==> config.mk <==
export PLATFORM = sky130hd
export DESIGN_NAME = trigger_and_status_control
export DESIGN_NICKNAME = d
export VERILOG_FILES = /design/src/hdl/trig_stat_pkg.sv /design/src/hdl/pulse_timer.sv /design/src/hdl/trigger_and_status_control.sv
export VERILOG_INCLUDE_DIRS = /design/src /design/src/hdl
export SDC_FILE = /design/constraint.sdc
export NUM_CORES = 1
export LEC_CHECK = 0
export BUFFER_PORTS_ARGS = -buffer_cell sky130_fd_sc_hd__buf_4
export CAP_MARGIN = 20
export CORE_UTILIZATION = 60
export CTS_CLUSTER_DIAMETER = 100
export DETAILED_ROUTE_END_ITERATION = 12
export HOLD_SLACK_MARGIN = 0.02
export PLACE_DENSITY = 0.87
export SLEW_MARGIN = 20
export SYNTH_ARGS = -nofsm -noshare
export SYNTH_HDL_FRONTEND = slang
export SYNTH_SLANG_ARGS = --single-unit
==> constraint.sdc <==
create_clock -name core_clk -period 4.3 [get_ports core_clk]
set_input_delay 1.075 -clock core_clk [delete_from_list [all_inputs] [get_ports core_clk]]
set_output_delay 1.075 -clock core_clk [all_outputs]
set_load 0.01 [all_outputs]
==> src/hdl/trig_stat_defs.svh <==
`ifndef TRIG_STAT_DEFS_SVH
`define TRIG_STAT_DEFS_SVH

// ----------------------------------------------------------------
// Timing
// ----------------------------------------------------------------
`define CLK_PERIOD_NS   10
`define US_IN_NS        1000
// Cycles per microsecond, rounded up so a pulse is never short
`define CYC_PER_US      ((`US_IN_NS + `CLK_PERIOD_NS - 1) / `CLK_PERIOD_NS)

// ----------------------------------------------------------------
// Reset values
// ----------------------------------------------------------------
`define IN_EN_RST       1'b0
`define IN_EDGE_RST     1'b0
`define OUT_EN_RST      1'b0
`define OUT_POL_RST     1'b0
`define OUTPUT_PULSE_LENGTH_RST      16'h0019
`define MASK_RST        16'h0000
`define LOCK_RST        1'b0

// ----------------------------------------------------------------
// Field encodings
// ----------------------------------------------------------------
`define TYPE_FALLING    1'b0
`define TYPE_RISING     1'b1
`define POS_ZERO        2'h0
`define POS_MIN         2'h1
`define POS_MAX         2'h2
`define ARG_CHAN_LSB    8

// ----------------------------------------------------------------
// Function codes and display
// ----------------------------------------------------------------
`define MODE_DISCRETE   4'h0
`define MODE_TRIANGLE   4'h1
`define MODE_RAYLEIGH   4'h2
`define MODE_TRIG_IN    4'h3
`define MODE_TORNADO    4'h4
`define MODE_LEGACY     4'h5
`define MODE_MODULATE   4'h6
`define MODE_MANUAL     4'h7
`define MODE_SETUP      4'h8
`define DISP_REMOTE     4'hf

// ----------------------------------------------------------------
// Settings readback bit positions
// ----------------------------------------------------------------
`define SET_IN_EN       0
`define SET_IN_TYPE     1
`define SET_OUT_EN      2
`define SET_OUT_TYPE    3
`define SET_LOCK        4

`endif

==> src/hdl/trig_stat_pkg.sv <==
package trig_stat_pkg;

  // ----------------------------------------------------------------
  // Remote command opcodes
  // ----------------------------------------------------------------
  typedef enum logic [4:0] {
    CMD_NOP,
    CMD_IN_STATE,
    CMD_IN_TYPE,
    CMD_IN_COUNT_RD,
    CMD_IN_COUNT_CLR,
    CMD_OUT_STATE,
    CMD_OUT_TYPE,
    CMD_OUT_COUNT_RD,
    CMD_OUT_COUNT_CLR,
    CMD_OUT_WIDTH_WR,
    CMD_OUT_WIDTH_RD,
    CMD_OUT_POS_WR,
    CMD_OUT_POS_RD,
    CMD_DISP_LOCK,
    CMD_SETTINGS_RD,
    CMD_MODE_RD,
    CMD_QEVT_RD,
    CMD_QCOND_RD,
    CMD_QMASK_WR,
    CMD_QMASK_RD,
    CMD_OEVT_RD,
    CMD_OCOND_RD,
    CMD_OMASK_WR,
    CMD_OMASK_RD
  } cmd_e;

  // Output pulse timer states
  typedef enum logic {
    PT_IDLE,
    PT_ACTIVE
  } pulse_state_e;

endpackage

==> src/hdl/pulse_timer.sv <==
`include "trig_stat_defs.svh"

module pulse_timer
  import trig_stat_pkg::*;
#(
  parameter int W   = 16,
  parameter int DIV = `CYC_PER_US
) (
  input  wire logic         core_clk,
  input  wire logic         rst,
  input  wire logic         start,
  input  wire logic         abort,
  input  wire logic [W-1:0] widthUs,
  output logic              active,
  output logic              started
);

  localparam int PW = (DIV > 1) ? $clog2(DIV) : 1;

  pulse_state_e state_reg;   // Timer state
  logic [PW-1:0] pre_reg;    // Microsecond prescaler
  logic [W-1:0]  left_reg;   // Microseconds still to run

  // ----------------------------------------------------------------
  // Width timer
  // ----------------------------------------------------------------
  // Prescaler restarts at each pulse so the width is exact, not
  // jittered by a free-running tick
  always_ff @(posedge core_clk) begin
    if (rst) begin
      state_reg <= PT_IDLE;
      pre_reg   <= '0;
      left_reg  <= '0;
      started   <= 1'b0;
    end else begin
      started <= 1'b0;
      case (state_reg)
        PT_IDLE: begin
          // Zero width means no pulse at all
          if (start && !abort && widthUs != '0) begin
            state_reg <= PT_ACTIVE;
            pre_reg   <= '0;
            left_reg  <= widthUs;
            started   <= 1'b1;
          end
        end
        PT_ACTIVE: begin
          if (abort) begin
            state_reg <= PT_IDLE;
          end else if (pre_reg == PW'(DIV - 1)) begin
            pre_reg <= '0;
            if (left_reg == W'(1)) begin
              state_reg <= PT_IDLE;
            end else begin
              left_reg <= left_reg - W'(1);
            end
          end else begin
            pre_reg <= pre_reg + PW'(1);
          end
        end
        default: state_reg <= PT_IDLE;
      endcase
    end
  end

  assign active = (state_reg == PT_ACTIVE);

  // ----------------------------------------------------------------
  // Checks
  // ----------------------------------------------------------------
  logic [31:0] lenCnt;    // Active cycles so far
  logic [W-1:0] widLat;   // Width latched at start
  logic         aborted;  // Pulse cut short

  always_ff @(posedge core_clk) begin
    if (rst) begin
      lenCnt  <= '0;
      widLat  <= '0;
      aborted <= 1'b0;
    end else if (started) begin
      lenCnt  <= 32'd1;
      widLat  <= left_reg;
      aborted <= 1'b0;
    end else if (active) begin
      lenCnt  <= lenCnt + 32'd1;
      aborted <= aborted | abort;
    end
  end
endmodule

==> src/hdl/trigger_and_status_control.sv <==
// Function
// - Trigger input enable, off after reset
// - Input edge selectable, falling by default
// - Input event counter, readable and clearable
// - Trigger output enable, off by default
// - Output pulse polarity selectable, falling default
// - Output pulse counter, readable and clearable
// - Output pulse width 0-65535 us, 25 default
// - Fire at channel max or min/zero
// - Display lock shows remote indication
// - Report active function as numeric code
// - Suspect event register cleared on read
// - Both condition registers readable live
// - Suspect event enable mask, 16 bits
// - Operation event enable mask, 16 bits
// - Operation event register latches, readable
`include "trig_stat_defs.svh"

module trigger_and_status_control
  import trig_stat_pkg::*;
#(
  parameter int NCH   = 4,   // Waveform channels
  parameter int CNT_W = 32,  // Counter width
  parameter int PW_W  = 16   // Pulse width field
) (
  input  wire logic             core_clk,
  input  wire logic             rst,
  input  wire logic             trigInPin,
  output logic                  trigOutPin,
  input  wire logic             cmdValid,
  input  wire cmd_e             cmdOp,
  input  wire logic [15:0]      cmdArg,
  output logic                  rspValid,
  output logic [CNT_W-1:0]      rspData,
  input  wire logic [NCH-1:0]   chanPeak,
  input  wire logic [NCH-1:0]   chanTrough,
  input  wire logic [3:0]       activeMode,
  input  wire logic [15:0]      suspectCond,
  input  wire logic [15:0]      operCond,
  output logic [3:0]            modeCode,
  output logic [3:0]            displayShow,
  output logic                  trigInEvent
);

  // ----------------------------------------------------------------
  // Declarations
  // ----------------------------------------------------------------
  localparam int CH_W = (NCH > 1) ? $clog2(NCH) : 1;

  logic             inEnable_reg;     // Input trigger armed
  logic             inType_reg;       // 1 rising, 0 falling
  logic             outEnable_reg;    // Output trigger armed
  logic             outType_reg;      // 1 high-going, 0 low-going
  logic [PW_W-1:0]  pulseWidth_reg;   // Output width in us
  logic [1:0]       outPos_reg [NCH]; // Per channel fire point
  logic             lock_reg;         // Display lock
  logic [CNT_W-1:0] inCount_reg;      // Accepted input edges
  logic [CNT_W-1:0] outCount_reg;     // Emitted output pulses
  logic [15:0]      qEvt_reg;         // questionable_event_latch
  logic [15:0]      qMask_reg;        // questionable_event_mask
  logic [15:0]      oEvt_reg;         // Operation event latch
  logic [15:0]      oMask_reg;        // operation_event_mask
  logic [15:0]      qCondQ_reg;       // Last suspect conditions
  logic [15:0]      oCondQ_reg;       // Last operation conditions
  logic [2:0]       inSync_reg;       // Pin synchroniser and history

  logic             inRise;           // Rising edge seen
  logic             inFall;           // Falling edge seen
  logic             inAccept;         // Edge counted
  logic             fireReq;          // Channel reached fire point
  logic             timerActive;      // Pulse in progress
  logic             timerStarted;     // Pulse began this cycle
  logic [15:0]      qSet;             // Suspect bits to set
  logic [15:0]      oSet;             // Operation bits to set
  logic [CH_W-1:0]  argChan;          // Channel named by argument

  // Decoded command strobes
  function automatic logic isCmd(input cmd_e op);
    return cmdValid && (cmdOp == op);
  endfunction

  // True when a channel's setting asks for the maximum point
  function automatic logic atMax(input logic [1:0] pos);
    return pos == `POS_MAX;
  endfunction

  assign argChan = cmdArg[`ARG_CHAN_LSB +: CH_W];

  // ----------------------------------------------------------------
  // Trigger input
  // ----------------------------------------------------------------
  // Two stages before any logic reads the pin; the third is history
  always_ff @(posedge core_clk) begin
    if (rst) begin
      inSync_reg <= 3'h0;
    end else begin
      inSync_reg <= {inSync_reg[1:0], trigInPin};
    end
  end

  // Edge taken from the second and third stages only
  assign inRise   = inSync_reg[1] && !inSync_reg[2];
  assign inFall   = !inSync_reg[1] && inSync_reg[2];
  assign inAccept = inEnable_reg &&
                    (inType_reg ? inRise : inFall);

  // Event pulse, one cycle per accepted edge
  always_ff @(posedge core_clk) begin
    if (rst) begin
      trigInEvent <= 1'b0;
    end else begin
      trigInEvent <= inAccept;
    end
  end

  // Input counter; an edge in the clear cycle still counts
  always_ff @(posedge core_clk) begin
    if (rst) begin
      inCount_reg <= '0;
    end else if (isCmd(CMD_IN_COUNT_CLR)) begin
      inCount_reg <= CNT_W'(inAccept);
    end else if (inAccept) begin
      inCount_reg <= inCount_reg + CNT_W'(1);
    end
  end

  // ----------------------------------------------------------------
  // Settings written by command
  // ----------------------------------------------------------------
  always_ff @(posedge core_clk) begin
    if (rst) begin
      inEnable_reg   <= `IN_EN_RST;
      inType_reg     <= `IN_EDGE_RST;
      outEnable_reg  <= `OUT_EN_RST;
      outType_reg    <= `OUT_POL_RST;
      pulseWidth_reg <= `OUTPUT_PULSE_LENGTH_RST;
      lock_reg       <= `LOCK_RST;
    end else if (cmdValid) begin
      case (cmdOp)
        CMD_IN_STATE:     inEnable_reg   <= cmdArg[0];
        CMD_IN_TYPE:      inType_reg     <= cmdArg[0];
        CMD_OUT_STATE:    outEnable_reg  <= cmdArg[0];
        CMD_OUT_TYPE:     outType_reg    <= cmdArg[0];
        CMD_OUT_WIDTH_WR: pulseWidth_reg <= cmdArg;
        CMD_DISP_LOCK:    lock_reg       <= cmdArg[0];
        default:          ;
      endcase
    end
  end

  // Per-channel fire point; an unused code falls back to zero
  // Whole channel field is compared, so a channel past NCH cannot alias
  always_ff @(posedge core_clk) begin
    if (rst) begin
      for (int i = 0; i < NCH; i++) begin
        outPos_reg[i] <= `POS_ZERO;
      end
    end else if (isCmd(CMD_OUT_POS_WR) && cmdArg[15:`ARG_CHAN_LSB] < 8'(NCH)) begin
      outPos_reg[argChan] <= atMax(cmdArg[1:0]) ? `POS_MAX :
                             (cmdArg[1:0] == `POS_MIN) ? `POS_MIN : `POS_ZERO;
    end
  end

  // ----------------------------------------------------------------
  // Trigger output
  // ----------------------------------------------------------------
  // Min and zero both fire on the trough
  always_comb begin
    fireReq = 1'b0;
    for (int i = 0; i < NCH; i++) begin
      fireReq = fireReq |
                (atMax(outPos_reg[i]) ? chanPeak[i] : chanTrough[i]);
    end
  end

  // Fire points that land inside a running pulse are dropped
  pulse_timer #(
    .W   (PW_W),
    .DIV (`CYC_PER_US)
  ) u_timer (
    .core_clk (core_clk),
    .rst      (rst),
    .start    (fireReq && outEnable_reg),
    .abort    (!outEnable_reg),
    .widthUs  (pulseWidth_reg),
    .active   (timerActive),
    .started  (timerStarted)
  );

  // Pin idles at the opposite level of the pulse
  always_ff @(posedge core_clk) begin
    if (rst) begin
      trigOutPin <= ~`OUT_POL_RST;
    end else begin
      trigOutPin <= timerActive ^ ~outType_reg;
    end
  end

  // Output counter, pulse in the clear cycle still counts
  always_ff @(posedge core_clk) begin
    if (rst) begin
      outCount_reg <= '0;
    end else if (isCmd(CMD_OUT_COUNT_CLR)) begin
      outCount_reg <= CNT_W'(timerStarted);
    end else if (timerStarted) begin
      outCount_reg <= outCount_reg + CNT_W'(1);
    end
  end

  // ----------------------------------------------------------------
  // Mode and display
  // ----------------------------------------------------------------
  always_ff @(posedge core_clk) begin
    if (rst) begin
      modeCode    <= `MODE_DISCRETE;
      displayShow <= `MODE_DISCRETE;
    end else begin
      modeCode    <= activeMode;
      displayShow <= lock_reg ? `DISP_REMOTE : activeMode;
    end
  end

  // ----------------------------------------------------------------
  // Status groups
  // ----------------------------------------------------------------
  // Only enabled bits rising from inactive may latch
  assign qSet = suspectCond & ~qCondQ_reg & qMask_reg;
  assign oSet = operCond & ~oCondQ_reg & oMask_reg;

  // Condition history for rise detection
  always_ff @(posedge core_clk) begin
    if (rst) begin
      qCondQ_reg <= 16'h0000;
      oCondQ_reg <= 16'h0000;
    end else begin
      qCondQ_reg <= suspectCond;
      oCondQ_reg <= operCond;
    end
  end

  // Latches: a set arriving with the clearing read survives
  always_ff @(posedge core_clk) begin
    if (rst) begin
      qEvt_reg <= 16'h0000;
      oEvt_reg <= 16'h0000;
    end else begin
      qEvt_reg <= (isCmd(CMD_QEVT_RD) ? 16'h0000 : qEvt_reg) | qSet;
      oEvt_reg <= (isCmd(CMD_OEVT_RD) ? 16'h0000 : oEvt_reg) | oSet;
    end
  end

  // Enable masks
  always_ff @(posedge core_clk) begin
    if (rst) begin
      qMask_reg <= `MASK_RST;
      oMask_reg <= `MASK_RST;
    end else begin
      if (isCmd(CMD_QMASK_WR)) begin
        qMask_reg <= cmdArg;
      end
      if (isCmd(CMD_OMASK_WR)) begin
        oMask_reg <= cmdArg;
      end
    end
  end

  // ----------------------------------------------------------------
  // Command answers
  // ----------------------------------------------------------------
  // Every command is answered one cycle later; writes answer zero
  always_ff @(posedge core_clk) begin
    if (rst) begin
      rspValid <= 1'b0;
      rspData  <= '0;
    end else begin
      rspValid <= cmdValid;
      rspData  <= '0;
      if (cmdValid) begin
        case (cmdOp)
          CMD_IN_COUNT_RD:  rspData <= inCount_reg;
          CMD_OUT_COUNT_RD: rspData <= outCount_reg;
          CMD_OUT_WIDTH_RD: rspData <= CNT_W'(pulseWidth_reg);
          CMD_OUT_POS_RD:   rspData <= CNT_W'(outPos_reg[argChan]);
          CMD_SETTINGS_RD: begin
            rspData[`SET_IN_EN]    <= inEnable_reg;
            rspData[`SET_IN_TYPE]  <= inType_reg;
            rspData[`SET_OUT_EN]   <= outEnable_reg;
            rspData[`SET_OUT_TYPE] <= outType_reg;
            rspData[`SET_LOCK]     <= lock_reg;
          end
          CMD_MODE_RD:      rspData <= CNT_W'(modeCode);
          CMD_QEVT_RD:      rspData <= CNT_W'(qEvt_reg);
          CMD_QCOND_RD:     rspData <= CNT_W'(suspectCond);
          CMD_QMASK_RD:     rspData <= CNT_W'(qMask_reg);
          CMD_OEVT_RD:      rspData <= CNT_W'(oEvt_reg);
          CMD_OCOND_RD:     rspData <= CNT_W'(operCond);
          CMD_OMASK_RD:     rspData <= CNT_W'(oMask_reg);
          default:          rspData <= '0;
        endcase
      end
    end
  end
endmodule

==> reports/metrics.cfg, run 1 <==
[run_status]
status = finished with violations
violations = DRC

[clock_tree]
clk_latency_ns = 0.54
post_cts_buffers = 0
clkTransAtPathRegs_ns = 0.06
post_cts_resized = 0
cts_inserted_buffers = 26
clkSinkCount = 260
cts_buffer_depth = 3
hold_buffers = 0
cts_root_buffer = clkbuf_16
cts_tree = built
htree_levels = 1

[setup_path]
arrival_ns = 2.97
reg2reg_depth = 6
crit_path_max_incr_delay_ns = 0.74
start_kind = primary input
critical_path_class = in -> reg
end_kind = flip-flop
cp.buffers_inverters = 1
worstPathMaxFanout = 6
required_ns = 4.66
cpLargestDelayFamily = simple AND/OR/NAND/NOR gates
slowest_stage = or4b_2
path_depth = 5
crit_chain = buf_4, nor4_1, nand3_1, or4b_2, nor3_1

[synth]
synth_compound_area_share_pct = 17.7
synth_cells = 1323
synth_adder_area_share_pct = 0.556
synthSimpleGateAreaFrac_pct = 25.6
muxShareOfSynthArea_pct = 1.61
yosys_register_bits = 260
synth-xor-area-share_pct = 3.73
synth-edff-count = 8
synthesis.area_um2 = 11300
ys_types = 77
synth_async_sr_flop_share_pct = 0
synth_flop_cell = dfxtp_1
ys_warn_count = 0
avgSynthCellArea_um2 = 8.51
synth_seq_area_share_pct = 46.9
synth_top_family_by_area = simple AND/OR/NAND/NOR gates
syn-num-nets = 1397

[job]
drv_cap = 0

[global_route]
grt_antenna_before_repair = 0
grt_max_degree = 60
grt_usage_pct = 33.7
grt_overflow = 0
grt_pass1_vias = 9734
grt_pass1_wl_um = 52000

[power_and_ir_drop]
power_mw = 5.23
pwr_density_cell_nw_per_um2 = 396
p_leak_nw = 4.66
peakVddDrop_v = 0.000353

[route]
post_drt_wl_per_cell_um = 19.9
drt-pass1-iter-count = 11
antenna_left = 0
drtIter0Drc = 1189
drc = 3
vias_per_cell = 6.38
dr_total_vias = 10545
wirelength_um = 33000

[timing]
relSlewSlack_pct = 31.3
rsz0062_at_grt = no
max_slew.worst_pin.slew_ns = 1.03
fin_skew_ns = 0.0316
hold_violations = 0
slew_viol_final = 0
min_period_over_period_pct = 60.7
fmax_ghz = 0.383
period_needed_ns = 2.61
setup_viol = 0
finalSetupTns_ns = 0

[final_layout]
antenna_cells = 0
nNetsFinal = 1480
layout_common_cells = dfxtp_1 (252), nand2_1 (189), nor2_1 (168)
area_growth_pct = 17.2
final_common_cell = dfxtp_1
drive_gt1_share_pct = 14.4

[place]
portBuffers = 111
hpwlAfterDp_um = 22700
gp_congestion = 0.965

[worst_hold_path]
holdPathStages = 1
hold_path.class = reg -> reg

[floorplanning]
core.rowCount = 49
die_width_um = 139
core_area_um2 = 18100
io_pins = 112
die_y_um = 139
die-area_um2 = 19300
initial_core_util_pct = 62.0

per-stage QoR:
| step | hold slack [ns] | cells | worst slack [ns] | util, % | cell area [um2] |
|---|---|---|---|---|---|
| after floorplan | 0.414 | 1323 | 1.71 | - | 11300 |
| after global placement | 0.427 | 1607 | 1.25 | 67.3 | 12200 |
| after detailed placement | 0.426 | 1607 | 1.13 | 67.3 | 12200 |
| after CTS | 0.440 | 1654 | 1.66 | 72.7 | 13200 |
| after global routing | 0.464 | 1654 | 1.62 | 72.7 | 13200 |
| final | 0.436 | 1654 | 1.69 | 72.7 | 13200 |
path summary, 6_finish.rpt:
check                  startpoint               end  slack (ns)
hold reg to reg     inSync_reg[0]     inSync_reg[1]        0.44
setup / recovery       cmdArg[12]  outPos_reg[0][1]        1.69
setup reg to reg  outCount_reg[0]  outCount_reg[28]        1.84
hold / removal      inSync_reg[0]     inSync_reg[1]        0.44
routing by layer:
layer  up-vias  share of wire, %  track usage [%]
li1       4875                 -                -
met1      4948                39             44.7
met2       593                45             54.0
met3       129                11             5.66
met4         0               4.7             15.0
met5         -                 0                0
logic make-up after synthesis:
family          after synthesis
flops                       260
xor+xnor                     48
compound gates              299
mux                          15
buf+inv                     102
simple gates                594
fa+ha+maj                     5
area by class of cell:
| class | instances | area [um2] |
|---|---|---|
| Clock inverter | 11 | 174 |
| Clock buffer | 36 | 791 |
| Sequential cell | 260 | 5290 |
| Fill cell | 1342 | 4950 |
| Tap cell | 229 | 287 |
| Timing Repair Buffer | 130 | 976 |
| Multi-Input combinational cell | 961 | 5580 |
| Inverter | 27 | 101 |
where the power goes:
group | switching, mW | total, mW | internal, mW
Sequential | 0.0197 | 2.47 | 2.45
Combinational | 0.167 | 0.270 | 0.103
Clock | 0.956 | 2.48 | 1.53
worst reg2reg max path: cells and delay by family (launching register included):
kind	cells	cell delay [ns]
DFF	1	0.43
AOI/OAI and AO/OA	2	0.37
adders and majority gates	1	0.20
and+or+nand+nor	3	1.34
cell usage after synthesis, types with 15 or more instances:
library cell,number,share of area (%)
nand3_1,37,1.6
inv_1,27,0.90
nor2b_1,48,2.7
nor3_1,28,1.2
nor2_1,168,5.6
dfxtp_1,252,45
and3_1,20,1.1
nor4_1,25,1.4
nand2_1,189,6.3
buf_2,15,0.67
o21ai_0,17,0.76
a21oi_1,123,5.5
a22oi_1,61,4.1
xnor2_1,39,3.0
clkbuf_1,48,1.6
No activity file was read; power rests on OpenSTA's default activity.
==> run 2: changes to the inputs <==
- CORE_UTILIZATION: 60 -> 59
- PLACE_DENSITY: 0.87 -> 0.86
- clock period: 4.3 -> 2.6 ns (I/O delays scaled with it)
==> reports/metrics.cfg, run 2 (synthesis gave the netlist of run 1 again) <==
[run_status]
status = finished with violations
violations = DRC

[timing]
period_needed_ns = 2.22
finalSetupTns_ns = 0
hold_violations = 0
relSlewSlack_pct = 38.3
setup_ws_ns = 0.380
setup_viol = 0
slew_viol_final = 0
fin_skew_ns = 0.0145
rsz0062_at_grt = no
max_slew.worst_pin.slew_ns = 0.922
fmax_ghz = 0.450
holdWs_ns = 0.316
min_period_over_period_pct = 85.4

[setup_path]
crit_chain = nor4_4, nand3_1, o2111a_1, nor2_4, o32ai_1
worstPathMaxFanout = 14
start_kind = flip-flop
crit_path_max_incr_delay_ns = 0.44
slowest_stage = nor4_4
end_kind = flip-flop
arrival_ns = 2.61
required_ns = 2.99
critical_path_class = reg -> reg

[floorplanning]
core_area_um2 = 18700
core.rowCount = 50
io_pins = 112
die_y_um = 140
die-area_um2 = 19600
die_width_um = 140
initial_core_util_pct = 60.2

[place]
portBuffers = 111
gp_congestion = 0.928
dp_slack_ns = 0.128
hpwlAfterDp_um = 23000

[global_route]
grt_pass1_wl_um = 52800
grt_max_degree = 91
grt_usage_pct = 33.8
grt_antenna_before_repair = 0
grt_pass1_vias = 10157
grt_overflow = 0

[route]
drtIter0Drc = 1164
drt-pass1-iter-count = 13
drc = 1
wirelength_um = 33300
vias_per_cell = 6.35
antenna_left = 0
post_drt_wl_per_cell_um = 19.7
dr_total_vias = 10733

[clock_tree]
cts_root_buffer = clkbuf_16
post_cts_buffers = 0
clkTransAtPathRegs_ns = 0.06
clkSinkCount = 260
cts_tree = built
cts_buffer_depth = 3
hold_buffers = 0
clk_latency_ns = 0.54
cts_inserted_buffers = 27
post_cts_resized = 0
htree_levels = 1

[final_layout]
antenna_cells = 0
seq_area_um2 = 5290
nNetsFinal = 1509
layout_common_cells = dfxtp_1 (252), nand2_1 (189), nor2_1 (168)
area_growth_pct = 19.4
multi_input_area_um2 = 5570
fill_cells = 1404
drive_gt1_share_pct = 15.9
final_common_cell = dfxtp_1

[power_and_ir_drop]
p_leak_nw = 4.78
power_mw = 8.79
peakVddDrop_v = 0.000488
pwr_density_cell_nw_per_um2 = 654

[worst_hold_path]
hold_path.class = in -> reg

[job]
drv_cap = 0

==> run 2: final timing paths <==
kind | start | endpoint | slack [ns] | cells after the start
setup / recovery | u_timer.left_reg[7] | u_timer.left_reg[9] | 0.38 | 5
hold / removal | activeMode[0] | displayShow[0] | 0.32 | 3
setup reg to reg | u_timer.left_reg[7] | u_timer.left_reg[9] | 0.38 | 5
hold reg to reg | inSync_reg[0] | inSync_reg[1] | 0.44 | 1
==> run 2: worst max-delay path, delay by kind of cell (launching register included) <==
family | cells | cell delay [ns]
compound gates | 2 | 0.55
flops | 1 | 0.39
simple gates | 3 | 1.12
==> run 2: per-layer routing <==
metal | vias up | GRT usage (%) | part of all wire [%]
li1 | 4925 | - | -
met1 | 5095 | 43.1 | 39
met2 | 617 | 57.3 | 48
met3 | 96 | 5.03 | 10
met4 | 0 | 13.6 | 3.3
met5 | - | 0 | 0
==> run 2: power breakdown <==
part | leakage (nW) | internal [mW] | switching, mW | total [mW]
registers | 2.12 | 4.06 | 0.0305 | 4.09
logic | 2.20 | 0.181 | 0.278 | 0.460
clock network | 0.471 | 2.61 | 1.63 | 4.24
total | 4.78 | 6.85 | 1.94 | 8.79
==> run 2: final cells by class <==
cell class,instances,area share [%]
Sequential cell,260,39.3
Multi-Input combinational cell,961,41.4
Inverter,27,0.754
Tap cell,234,2.18
Clock inverter,12,1.48
Clock buffer,38,5.86
Timing Repair Buffer,158,9.01
==> run 2: stage by stage <==
stage	utilization (%)	cell area [um2]	cells
floorplan	-	11300	1323
global placement	66.6	12500	1640
detailed placement	66.6	12500	1640
CTS	71.9	13400	1690
global route	71.9	13400	1690
finish	71.9	13400	1690
